[src/rfm_consts.svh]
// register map, field positions, reset values and filter timings
`ifndef RFM_CONSTS_SVH
`define RFM_CONSTS_SVH
`define RFM_CLK_MHZ        50
`define RFM_ADDR_CTRL      5'h00
`define RFM_ADDR_GPO       5'h04
`define RFM_ADDR_FLAGS     5'h08
`define RFM_ADDR_MASK      5'h0C
`define RFM_ADDR_STATUS    5'h10
`define RFM_ADDR_SUMMARY   5'h14
`define RFM_CTRL_TWSEL     8
`define RFM_CTRL_PINSEL    9
`define RFM_CTRL_SWRST     10
`define RFM_CTRL_RST       10'h000
`define RFM_GPO_RST        6'h00
`define RFM_MASK_RST       12'h000
`define RFM_ILIM_US        20
`define RFM_SHORT_US       1000
`define RFM_EN_US          3
`define RFM_OVP_ON_US      1
`define RFM_OVP_OFF_US     20
`define RFM_PG_US          6
`define RFM_ILIM_CYC       16'(`RFM_ILIM_US * `RFM_CLK_MHZ)
`define RFM_EN_CYC         16'(`RFM_EN_US * `RFM_CLK_MHZ)
`define RFM_OVP_ON_CYC     16'(`RFM_OVP_ON_US * `RFM_CLK_MHZ)
`define RFM_OVP_OFF_CYC    16'(`RFM_OVP_OFF_US * `RFM_CLK_MHZ)
`define RFM_PG_CYC         16'(`RFM_PG_US * `RFM_CLK_MHZ)
`define RFM_SHORT_CYC      (`RFM_SHORT_US * `RFM_CLK_MHZ)
`define RFM_IMMEDIATE      16'h0000
`endif

[src/rfm_pkg.sv]
// types shared by the regulator fault monitor
package rfm_pkg;
  typedef enum logic [1:0] {
    RFM_SHUTDOWN,
    RFM_STANDBY,
    RFM_ACTIVE
  } rfm_mode_e;

  // latched flags, bit 11 down to bit 0
  typedef struct packed {
    logic       reset_evt;
    logic       thermal_shutdown_flag;
    logic       overvoltage_flag;
    logic       thermal_warning_flag;
    logic [1:0] linear_short_flag;
    logic [1:0] buck_short_flag;
    logic [1:0] linear_current_limit_flag;
    logic [1:0] buck_current_limit_flag;
  } rfm_flags_s;
endpackage : rfm_pkg

[src/rfm_monitor.sv]
// regulator fault monitor with avalon-mm register slave
//
// Our own choices: the address map and register access over Avalon-MM.
`include "rfm_consts.svh"
`timescale 1ns/10ps
`default_nettype none
module rfm_monitor #(
  parameter int SHORT_CYC = `RFM_SHORT_CYC
) (
  input  wire logic        clk,
  input  wire logic        rst,
  input  wire logic [4:0]  avs_address,
  input  wire logic        avs_read,
  input  wire logic        avs_write,
  input  wire logic [31:0] avs_writedata,
  output logic      [31:0] avs_readdata,
  output logic             avs_waitrequest,
  input  wire logic [1:0]  buck_limit_in,
  input  wire logic [1:0]  linear_limit_in,
  input  wire logic [1:0]  buck_low_in,
  input  wire logic [1:0]  linear_low_in,
  input  wire logic        thermal_warn_hi_in,
  input  wire logic        thermal_warn_lo_in,
  input  wire logic        thermal_shutdown_in,
  input  wire logic        overvoltage_in,
  input  wire logic        main_supply_input_ok,
  input  wire logic        enable_pin_in,
  input  wire logic        power_good_src_in,
  input  wire logic        external_clock_input,
  output logic      [3:0]  reg_on,
  output logic      [3:0]  reg_hiz,
  output logic      [3:0]  reg_discharge,
  output logic             first_output_out,
  output logic             first_output_oe,
  output logic             second_general_output_out,
  output logic             second_general_output_oe,
  output logic             ext_clock_out,
  output logic             power_good_pin,
  output rfm_pkg::rfm_mode_e device_mode,
  output logic             interrupt_out_n
);
  import rfm_pkg::*;

  // ----------------------------------------------------------------
  // input debounce
  // ----------------------------------------------------------------
  localparam int NF = 14;
  localparam logic [15:0] SC = 16'(SHORT_CYC);
  // 0-3 limit, 4-7 output low, 8 warn, 9 tsd, 10 ovp, 11 en, 12 supply, 13 pg
  localparam logic [15:0] RISE [NF] = '{`RFM_ILIM_CYC, `RFM_ILIM_CYC,
    `RFM_ILIM_CYC, `RFM_ILIM_CYC, SC, SC, SC, SC, `RFM_ILIM_CYC,
    `RFM_ILIM_CYC, `RFM_OVP_ON_CYC, `RFM_EN_CYC, `RFM_EN_CYC, `RFM_PG_CYC};
  localparam logic [15:0] FALL [NF] = '{`RFM_ILIM_CYC, `RFM_ILIM_CYC,
    `RFM_ILIM_CYC, `RFM_ILIM_CYC, `RFM_IMMEDIATE, `RFM_IMMEDIATE,
    `RFM_IMMEDIATE, `RFM_IMMEDIATE, `RFM_ILIM_CYC, `RFM_ILIM_CYC,
    `RFM_OVP_OFF_CYC, `RFM_EN_CYC, `RFM_IMMEDIATE, `RFM_PG_CYC};

  logic [NF-1:0] raw;
  logic [NF-1:0] qual;
  logic [NF-1:0] s1_ff;
  logic [NF-1:0] s2_ff;
  logic [NF-1:0] flt_ff;
  logic [15:0]   cnt_ff [NF];
  logic [3:0]    run_ff;
  logic [9:0]    ctrl_ff;
  logic          twsel;

  assign twsel = ctrl_ff[`RFM_CTRL_TWSEL];
  // warning threshold picked ahead of the filter
  assign raw = {power_good_src_in, main_supply_input_ok, enable_pin_in,
                overvoltage_in, thermal_shutdown_in,
                twsel ? thermal_warn_hi_in : thermal_warn_lo_in,
                linear_low_in, buck_low_in, linear_limit_in, buck_limit_in};
  // low detectors only count while their regulator runs
  assign qual = {6'h3F, run_ff, 4'hF};

  // two-stage synchroniser on every monitored input
  always_ff @(posedge clk or posedge rst) begin
    if (rst) begin
      s1_ff <= '0;
      s2_ff <= '0;
    end else begin
      s1_ff <= raw;
      s2_ff <= s1_ff;
    end
  end

  // sample counter per signal; zero length flips at once
  for (genvar gi = 0; gi < NF; gi++) begin : g_flt
    logic [15:0] lim;
    assign lim = s2_ff[gi] ? RISE[gi] : FALL[gi];
    always_ff @(posedge clk or posedge rst) begin
      if (rst) begin
        cnt_ff[gi] <= 16'h0000;
        flt_ff[gi] <= 1'b0;
      end else if (!qual[gi]) begin
        cnt_ff[gi] <= 16'h0000;
        flt_ff[gi] <= 1'b0;
      end else if (s2_ff[gi] == flt_ff[gi]) begin
        cnt_ff[gi] <= 16'h0000;
      end else if (lim == 16'h0000 || cnt_ff[gi] >= lim - 16'h0001) begin
        cnt_ff[gi] <= 16'h0000;
        flt_ff[gi] <= s2_ff[gi];
      end else begin
        cnt_ff[gi] <= cnt_ff[gi] + 16'h0001;
      end
    end
  end

  logic [3:0] lim_f;
  logic [3:0] low_f;
  logic       warn_f;
  logic       tsd_f;
  logic       ovp_f;
  logic       en_f;
  logic       sup_f;
  assign lim_f  = flt_ff[3:0];
  assign low_f  = flt_ff[7:4];
  assign warn_f = flt_ff[8];
  assign tsd_f  = flt_ff[9];
  assign ovp_f  = flt_ff[10];
  assign en_f   = flt_ff[11];
  assign sup_f  = flt_ff[12];

  // ----------------------------------------------------------------
  // avalon-mm slave: one wait cycle, then answer
  // ----------------------------------------------------------------
  logic        wait_ff;
  logic [31:0] rdata_ff;
  logic        req;
  logic        wr_go;
  logic        sw_rst;
  logic [11:0] clr;
  rfm_flags_s  flags_ff;
  logic [11:0] mask_ff;
  logic [5:0]  gpo_ff;
  rfm_mode_e   mode_ff;
  logic [31:0] rd_mux;

  assign req    = avs_read | avs_write;
  assign wr_go  = avs_write & ~wait_ff;
  assign sw_rst = wr_go && avs_address == `RFM_ADDR_CTRL
                  && avs_writedata[`RFM_CTRL_SWRST];

  // read mux; unmapped words read zero
  always_comb begin
    rd_mux = 32'h0000_0000;
    unique case (avs_address)
      `RFM_ADDR_CTRL:    rd_mux = {22'h0, ctrl_ff};
      `RFM_ADDR_GPO:     rd_mux = {26'h0, gpo_ff};
      `RFM_ADDR_FLAGS:   rd_mux = {20'h0, flags_ff};
      `RFM_ADDR_MASK:    rd_mux = {20'h0, mask_ff};
      `RFM_ADDR_STATUS:  rd_mux = {18'h0, flt_ff[13], mode_ff, tsd_f, ovp_f,
                                  warn_f, run_ff, lim_f};
      `RFM_ADDR_SUMMARY: rd_mux = {28'h0, flags_ff.linear_short_flag
                                  | flags_ff.linear_current_limit_flag,
                                  flags_ff.buck_short_flag
                                  | flags_ff.buck_current_limit_flag};
      default:           rd_mux = 32'h0000_0000;
    endcase
  end

  // waitrequest drops for one cycle per request
  always_ff @(posedge clk or posedge rst) begin
    if (rst) begin
      wait_ff  <= 1'b1;
      rdata_ff <= 32'h0000_0000;
    end else begin
      wait_ff <= ~(req & wait_ff);
      if (avs_read & wait_ff) begin
        rdata_ff <= rd_mux;
      end
    end
  end

  // ----------------------------------------------------------------
  // configuration registers, reloaded by shutdown or soft reset
  // ----------------------------------------------------------------
  logic cfg_clr;
  assign cfg_clr = (mode_ff == RFM_SHUTDOWN) | sw_rst;

  always_ff @(posedge clk or posedge rst) begin
    if (rst) begin
      ctrl_ff <= `RFM_CTRL_RST;
      gpo_ff  <= `RFM_GPO_RST;
      mask_ff <= `RFM_MASK_RST;
    end else if (cfg_clr) begin
      ctrl_ff <= `RFM_CTRL_RST;
      gpo_ff  <= `RFM_GPO_RST;
      mask_ff <= `RFM_MASK_RST;
    end else if (wr_go) begin
      if (avs_address == `RFM_ADDR_CTRL) ctrl_ff <= avs_writedata[9:0];
      if (avs_address == `RFM_ADDR_GPO)  gpo_ff  <= avs_writedata[5:0];
      if (avs_address == `RFM_ADDR_MASK) mask_ff <= avs_writedata[11:0];
    end
  end

  // ----------------------------------------------------------------
  // regulator run control
  // ----------------------------------------------------------------
  logic [3:0] short_hit;
  logic [3:0] short_pend;
  logic [3:0] nxt_run;
  logic       blocked;
  assign short_hit  = low_f & run_ff;
  assign short_pend = {flags_ff.linear_short_flag, flags_ff.buck_short_flag};
  assign blocked    = ovp_f | tsd_f | flags_ff.overvoltage_flag
                      | flags_ff.thermal_shutdown_flag | ~sup_f;
  // a cleared short flag lets a still-enabled regulator start again
  assign nxt_run = ctrl_ff[3:0] & {4{en_f & ~blocked}} & ~short_pend
                   & ~short_hit;

  always_ff @(posedge clk or posedge rst) begin
    if (rst) begin
      run_ff      <= 4'h0;
      reg_hiz     <= 4'hF;
      reg_discharge <= 4'h0;
    end else begin
      run_ff        <= nxt_run;
      reg_hiz       <= ~nxt_run;
      reg_discharge <= ~nxt_run & ctrl_ff[7:4];
    end
  end
  assign reg_on = run_ff;

  // device operating mode
  always_ff @(posedge clk or posedge rst) begin
    if (rst) begin
      mode_ff <= RFM_SHUTDOWN;
    end else if (!sup_f) begin
      mode_ff <= RFM_SHUTDOWN;
    end else if (mode_ff == RFM_SHUTDOWN || tsd_f) begin
      mode_ff <= RFM_STANDBY;
    end else begin
      mode_ff <= (|run_ff) ? RFM_ACTIVE : RFM_STANDBY;
    end
  end
  assign device_mode = mode_ff;

  // ----------------------------------------------------------------
  // latched flags: set beats clear, ones clear, zeros keep
  // ----------------------------------------------------------------
  logic [3:0]  lim_d_ff;
  logic        warn_d_ff;
  rfm_flags_s  set;
  always_ff @(posedge clk or posedge rst) begin
    if (rst) begin
      lim_d_ff  <= 4'h0;
      warn_d_ff <= 1'b0;
    end else begin
      lim_d_ff  <= lim_f;
      warn_d_ff <= warn_f;
    end
  end

  always_comb begin
    set = '0;
    set.buck_current_limit_flag   = lim_f[1:0] & ~lim_d_ff[1:0];
    set.linear_current_limit_flag = lim_f[3:2] & ~lim_d_ff[3:2];
    set.buck_short_flag           = short_hit[1:0];
    set.linear_short_flag         = short_hit[3:2];
    set.thermal_warning_flag      = warn_f & ~warn_d_ff;
    set.overvoltage_flag          = ovp_f & (mode_ff != RFM_SHUTDOWN);
    set.thermal_shutdown_flag     = tsd_f;
    set.reset_evt = (mode_ff == RFM_SHUTDOWN & sup_f) | sw_rst;
  end

  // zero bits of a write leave their flag alone
  assign clr = (wr_go && avs_address == `RFM_ADDR_FLAGS)
               ? avs_writedata[11:0] : 12'h000;

  always_ff @(posedge clk or posedge rst) begin
    if (rst) begin
      flags_ff <= '0;
    end else if (cfg_clr) begin
      flags_ff <= rfm_flags_s'({set.reset_evt, 11'h000});
    end else begin
      flags_ff <= (flags_ff & ~clr) | set;
    end
  end

  // interrupt low while any unmasked flag stands
  always_ff @(posedge clk or posedge rst) begin
    if (rst) begin
      interrupt_out_n <= 1'b1;
    end else begin
      interrupt_out_n <= ~|(flags_ff & ~mask_ff);
    end
  end

  // ----------------------------------------------------------------
  // general outputs and shared clock pin
  // ----------------------------------------------------------------
  logic [1:0] lvl;
  logic       ovp_low;
  logic       clk_s1_ff;
  logic       clk_s2_ff;
  logic       pinsel;
  assign pinsel  = ctrl_ff[`RFM_CTRL_PINSEL];
  assign ovp_low = ovp_f | flags_ff.overvoltage_flag;
  // gpo bits: 0 level, 1 open drain, 2 sequenced; 3..5 second output
  assign lvl[0] = gpo_ff[0] & (~gpo_ff[2] | en_f) & ~ovp_low;
  assign lvl[1] = gpo_ff[3] & (~gpo_ff[5] | en_f) & ~ovp_low;

  always_ff @(posedge clk or posedge rst) begin
    if (rst) begin
      first_output_out          <= 1'b0;
      first_output_oe           <= 1'b0;
      second_general_output_out <= 1'b0;
      second_general_output_oe  <= 1'b0;
    end else begin
      first_output_out          <= lvl[0] & ~gpo_ff[1];
      first_output_oe           <= ~gpo_ff[1] | ~lvl[0];
      second_general_output_out <= lvl[1] & ~gpo_ff[4] & ~pinsel;
      second_general_output_oe  <= ~pinsel & (~gpo_ff[4] | ~lvl[1]);
    end
  end

  // clock input path, live only when the pin is a clock input
  always_ff @(posedge clk or posedge rst) begin
    if (rst) begin
      clk_s1_ff     <= 1'b0;
      clk_s2_ff     <= 1'b0;
      ext_clock_out <= 1'b0;
      power_good_pin <= 1'b0;
    end else begin
      clk_s1_ff      <= external_clock_input;
      clk_s2_ff      <= clk_s1_ff;
      ext_clock_out  <= clk_s2_ff & pinsel;
      power_good_pin <= flt_ff[13];
    end
  end

  assign avs_waitrequest = wait_ff;
  assign avs_readdata    = rdata_ff;

  // ----------------------------------------------------------------
  // checks
  // ----------------------------------------------------------------
  property p_irq;
    @(posedge clk) disable iff (rst) |(flags_ff & ~mask_ff) |=> !interrupt_out_n;
  endproperty
  a_irq: assert property (p_irq) else $error("unmasked flag without interrupt");

  property p_zero_wr;
    @(posedge clk) disable iff (rst)
      wr_go && avs_address == `RFM_ADDR_FLAGS && avs_writedata == 32'h0 && !cfg_clr
      |=> flags_ff == ($past(flags_ff) | $past(set));
  endproperty
  a_zero_wr: assert property (p_zero_wr) else $error("zero write changed flags");

  property p_ovp_hold;
    @(posedge clk) disable iff (rst) ovp_f && flags_ff.overvoltage_flag && !cfg_clr
      |=> flags_ff.overvoltage_flag;
  endproperty
  a_ovp_hold: assert property (p_ovp_hold) else $error("overvoltage flag cleared");

  property p_ovp_off;
    @(posedge clk) disable iff (rst) ovp_f |=> run_ff == 4'h0 && reg_hiz == 4'hF;
  endproperty
  a_ovp_off: assert property (p_ovp_off) else $error("regulator on in overvoltage");

  property p_ovp_gpo;
    @(posedge clk) disable iff (rst) ovp_f |=> !first_output_out && first_output_oe;
  endproperty
  a_ovp_gpo: assert property (p_ovp_gpo) else $error("output not low in overvoltage");

  property p_tsd;
    @(posedge clk) disable iff (rst) tsd_f && sup_f && mode_ff != RFM_SHUTDOWN
      |=> run_ff == 4'h0 && flags_ff.thermal_shutdown_flag ##1 mode_ff == RFM_STANDBY;
  endproperty
  a_tsd: assert property (p_tsd) else $error("thermal shutdown not handled");

  property p_short;
    @(posedge clk) disable iff (rst) short_hit[0] && !cfg_clr
      |=> flags_ff.buck_short_flag[0] && !run_ff[0] ##1 !interrupt_out_n || mask_ff[4];
  endproperty
  a_short: assert property (p_short) else $error("buck short not latched");

  property p_ilim;
    @(posedge clk) disable iff (rst) $rose(lim_f[3]) && !cfg_clr
      |=> flags_ff.linear_current_limit_flag[1];
  endproperty
  a_ilim: assert property (p_ilim) else $error("linear limit not latched");

  property p_wait;
    @(posedge clk) disable iff (rst) req && wait_ff |=> !wait_ff ##1 wait_ff;
  endproperty
  a_wait: assert property (p_wait) else $error("bus answer out of time");
endmodule : rfm_monitor
`default_nettype wire

[config.mk]
export PLATFORM = sky130hd
export DESIGN_NAME = rfm_monitor
export DESIGN_NICKNAME = d
export VERILOG_FILES = /design/src/rfm_pkg.sv /design/src/rfm_monitor.sv
export VERILOG_INCLUDE_DIRS = /design/src
export SDC_FILE = /design/constraint.sdc
export NUM_CORES = 1
export LEC_CHECK = 0
export ABC_AREA = 1
export BUFFER_PORTS_ARGS = -buffer_cell sky130_fd_sc_hd__buf_2
export CORE_MARGIN = 3
export CORE_UTILIZATION = 37
export CTS_CLUSTER_SIZE = 40
export DETAILED_ROUTE_END_ITERATION = 6
export SYNTH_ARGS = -nofsm -noshare
export SYNTH_HDL_FRONTEND = slang
export SYNTH_SLANG_ARGS = --single-unit
[constraint.sdc]
create_clock -name clk -period 28.4 [get_ports clk]
set_clock_uncertainty 0.2 [all_clocks]
set_input_delay 4.26 -clock clk [delete_from_list [all_inputs] [get_ports clk]]
set_output_delay 4.26 -clock clk [all_outputs]
set_load 0.005 [all_outputs]
* Word level (Yosys, flattened, before mapping) *
Index checks and enable logic that the tools add are counted.

operators by class
  add/subtract/negate cells = 20
  magnitude comparators = 14
  eq/ne operators = 27
  muxes and demuxes = 66
  bitwise operators = 70
  reduce and logical (&&, ||, !) cells = 43

operator list
  operator                                               count
  2-to-1 mux 16 bit                                      36
  adder 16 x 1 -> 16 bit, second input constant          14
  >= comparator 16 x 10 -> 1 bit, second input constant  6
  >= comparator 16 bit                                   6
  zero test 16 bit                                       6
  case mux 14 bit (6 select lines)                       1
  subtractor 16 x 1 -> 16 bit, second input constant     4
  2-to-1 mux 12 bit                                      5
  2-to-1 mux 10 bit                                      4
  AND reduction 2 bit                                    17
  bitwise AND 12 bit                                     2
  NOT 12 bit                                             2
  NOT 1 bit                                              23
  bitwise AND 4 bit                                      5
  2-to-1 mux 6 bit                                       3
  bitwise AND 1 bit                                      16
  >= comparator 16 x 8 -> 1 bit, second input constant   1
  >= comparator 16 x 9 -> 1 bit, second input constant   1
  == test 1 bit                                          14
  2-to-1 mux 1 bit                                       13
  NOT 4 bit                                              3
  bitwise OR 1 bit                                       12
  bitwise OR 12 bit                                      1
  OR reduction 12 bit                                    1
  19 further kinds                                       44

storage, ports and cells
  register bits after elaboration = 367
  word-level logic and storage cells = 298

* Logic depth before layout (Yosys ltp) *
  word-level depth = 11
  gate-level depth with buffers = 11

* Least setup slack after synthesis *
No wires, ideal clock.

  kind = input to register
  start point = input port avs_address[1]
  end point = register flags_ff[11] (netlist name)
  library setup time = 0.131 ns
  arrival time = 5.162 ns
  slack = 22.906 ns
  stages = 8
  buffers on the path = 2
  cell sequence = nor2_2 buf_2 nand3_2 inv_2 buf_4 nand3_1 nand3_1 o211ai_1

between the ends
  cells in the longest elaborated chain, start to end = 7
  elaborated cells between the ends (all ways) = 12
  classes of those cells = eq/ne: 1; mux: 2; bitwise: 5; reduce/logical: 4

RTL lines
  what                                RTL line            source
  from (decl)                         rfm_monitor.sv:12   input wire logic [4:0] avs_address,
  == test 5 x 4 -> 1 bit              --
  logical AND 1 bit (no source line)  --
  2-to-1 mux 12 bit                   rfm_monitor.sv:269  assign clr = (wr_go && avs_address == `RFM_ADDR_FLAGS)
  NOT 12 bit                          rfm_monitor.sv:278  flags_ff <= (flags_ff & ~clr) | set;
  bitwise AND 12 bit                  rfm_monitor.sv:278
  bitwise OR 12 bit                   rfm_monitor.sv:278
  2-to-1 mux 12 bit (*)               rfm_monitor.sv:275  end else if (cfg_clr) begin
  to (signal assigned)                rfm_monitor.sv:276  flags_ff <= rfm_flags_s'({set.reset_evt, 11'h000});
  to (signal assigned)                rfm_monitor.sv:278
  to (decl)                           rfm_monitor.sv:134  rfm_flags_s flags_ff;

Mark *: on every way between the ends. The rest lies on a longest branch, timed or not.
A chain may end at the register's enable or synchronous reset.

==> results.sh <==
export IMPL_post_route_util_pct=43.63
export IMPL_grt_max_degree=134
export IMPL_wirelength_um=33090
export IMPL_synth_seq_cells=349
export IMPL_async_flop_share_pct=100.0
export IMPL_num_nets_final=2012
export IMPL_ir_drop_uv=32.01
export IMPL_postCtsHoldBufs=0
export IMPL_hold_start="s1_ff[0]"
export IMPL_cts_resized=0
export IMPL_critPathLaunchType="input pin"
export IMPL_timing_rr_start="s2_ff[12]"
export IMPL_grt_pass1_vias=11420
export IMPL_status="completed"
export IMPL_powerDensity_mw_per_mm2=60.67
export IMPL_rsz0062_at_grt="no"
export IMPL_core_area_mm2=0.04213
export IMPL_end_kind="asynchronous set/reset pin"
export IMPL_setup_viol_count_final=0
export IMPL_timing_critical_path_from="rst"
export IMPL_cts_tree="built"
export IMPL_sequentialPowerShare_pct=47.1
export IMPL_clkLatencyLatePin_ns=0.56
export IMPL_synth_area_per_cell_um2=9.138
export IMPL_setup_tns_final_ns=0
export IMPL_io_buffers=72
export IMPL_drive_above_1_share_pct=9.625
export IMPL_layout_common_cells="dfrtp_1, nand2_1, nor2_1, inv_1, nand3_1"
export IMPL_grt_remaining_overflow=0
export IMPL_layout_commonest_cell="dfrtp_1"
export IMPL_area_growth_pct=15.82
export IMPL_hpwlAfterDp_um=23330
export IMPL_p_leak_nw=8.528
export IMPL_maxCapViolCount=0
export IMPL_place_gp_congestion=0.8501
export IMPL_drc=0
export IMPL_clkTransAtPathRegs_ns=0.05
export IMPL_firstDrtPassIters=5
export IMPL_vias_per_cell=4.702
export IMPL_die_y_um=213.1
export IMPL_routedWlPerCell_um=13.45
export IMPL_synth_seq_area_share_pct=55.07
export IMPL_max_freq_mhz=155.8
export IMPL_comb_power_share_pct=4.5
export IMPL_p_switching_mw=0.2500
export IMPL_start_util_pct=37.67
export IMPL_antenna_found_initial=5
export IMPL_cp_max_fo=133
export IMPL_post_cts_setup_buffers=0
export IMPL_path_class="in -> async"
export IMPL_vias=11570
export IMPL_rows=75
export IMPL_arrival_ns=6.75
export IMPL_antenna_cells=0
export IMPL_synth_cells=1737
export IMPL_worst_ep_required_time_ns=28.73
export IMPL_min_path_type="reg -> reg"
export IMPL_die_w_um=213.1
export IMPL_clockBufferDepth=3
export IMPL_grt_first_pass_wirelength_um=55930
export IMPL_cellInternalPower_mw=0.8654
export IMPL_grt_total_usage_pct=15.23
export IMPL_io_pins=111
export IMPL_cts_htree_levels=2
export IMPL_clock_sinks=349
export IMPL_cts_made_buffers=40
export IMPL_fillers=4073
export IMPL_swShare_pct=22.42
export IMPL_yosys_warnings=0
export IMPL_synth_area_mm2=0.01587
export IMPL_root_buffer="clkbuf_16"
export IMPL_final_cell_area_mm2=0.01838
export IMPL_synth_edff_count=0
export IMPL_synthFlopType="dfrtp_1"
export IMPL_drv_slew=0
export IMPL_ant_nets=0
export IMPL_fin_crit_ns=6.417
export IMPL_fin_crit_sh_pct=22.60
export IMPL_clkPwrFrac_pct=48.4
export IMPL_placed_area_mm2=0.01697
export IMPL_hold_viol=0
export IMPL_tightest_slew_ns=1.007
export IMPL_worst_slew_margin_rel_pct=32.87
export IMPL_drtIter0Drc=634
export IMPL_ys_types=42
export IMPL_dieArea_mm2=0.04542
through the flow:
| step | instances | power (mW) | setup slack, ns | hold WS (ns) |
|---|---|---|---|---|
| after floorplan | 1810 | 0.5663 | 14.27 | 0.1312 |
| after global placement | 2389 | 0.5844 | 21.30 | 0.1327 |
| after detailed placement | 2389 | 0.5859 | 21.26 | 0.1355 |
| after CTS | 2461 | 1.134 | 21.85 | 0.1490 |
| after global routing | 2461 | 1.166 | 21.49 | 0.1538 |
| final | 2461 | 1.115 | 21.98 | 0.1483 |
per-layer routing:
layer | track usage, % | share of wire [%] | routed length (um) | up-vias
met5 | 0 | 0.19 | 63 | -
met4 | 5.299 | 2.5 | 843 | 10
met3 | 4.305 | 6.8 | 2249 | 65
met2 | 23.70 | 44 | 14590 | 202
met1 | 20.51 | 46 | 15350 | 5468
li1 | - | - | - | 5827
power groups by stage:
stage	clock network, mW	registers (mW)	logic [mW]
finish	0.540	0.525	0.0505
global route	0.580	0.527	0.0594
CTS	0.557	0.525	0.0519
detailed placement	0	0.534	0.0516
global placement	0	0.534	0.0508
floorplan	0	0.531	0.0349
logic make-up after synthesis:
kind of cell    after synthesis  share of synthesized area, %
buf+inv                     217                         5.857
other cells                   1                       0.02363
simple gates                845                         22.98
compound gates              169                         5.975
flops                       349                         55.07
fa+ha+maj                    63                         4.966
xor+xnor                     93                         5.132
registers in the layout (all words and copies together), names as in the netlist, 2 cells and up:
register	cells
avs_readdata	14
cnt_ff	224
ctrl_ff	10
device_mode	2
flags_ff	12
flt_ff	9
gpo_ff	6
lim_d_ff	4
mask_ff	12
reg_discharge	4
reg_hiz	4
reg_on	4
s1_ff	14
s2_ff	14
worst paths after layout:
path	endpoint	slack (ns)	cells after the start
setup / recovery	cnt_ff[196]	21.98	4
min in group asynchronous	s2_ff[6]	3.68	2
setup reg to reg	cnt_ff[30]	25.87	8
hold reg to reg	s2_ff[0]	0.15	0
max in group clk	mask_ff[0]	22.15	7
hold / removal	s2_ff[0]	0.15	0
worst max-delay path, stage by stage:
cell and delay, ns:
buf_2 0.13, inv_8 0.57, buf_4 0.74, buf_4 0.88
cells in the mapped netlist, types with 18 or more instances:
cell / number / area share, %
dfrtp_1: 343 / 54
nand2_1: 310 / 7.3
nor2_1: 287 / 6.8
inv_1: 177 / 4.2
nand3_1: 110 / 3.5
xor2_1: 70 / 3.9
ha_1: 63 / 5.0
o21ai_0: 55 / 1.7
nor3_1: 53 / 1.7
a21oi_1: 43 / 1.4
nand4_1: 31 / 1.2
o21ai_1: 27 / 0.85
xnor2_1: 23 / 1.3
buf_4: 20 / 0.95
nor3b_1: 18 / 0.85
layout make-up:
type / instances / area [um2] / share of cell area (%)
Inverter: 180 / 683.2 / 3.716
Clock inverter: 15 / 226.5 / 1.232
Timing Repair Buffer: 77 / 397.9 / 2.164
Multi-Input combinational cell: 1244 / 6476 / 35.23
Clock buffer: 57 / 1185 / 6.445
Tap cell: 539 / 674.4 / 3.668
Sequential cell: 349 / 8741 / 47.55
No activity file was read; power rests on OpenSTA's default activity.
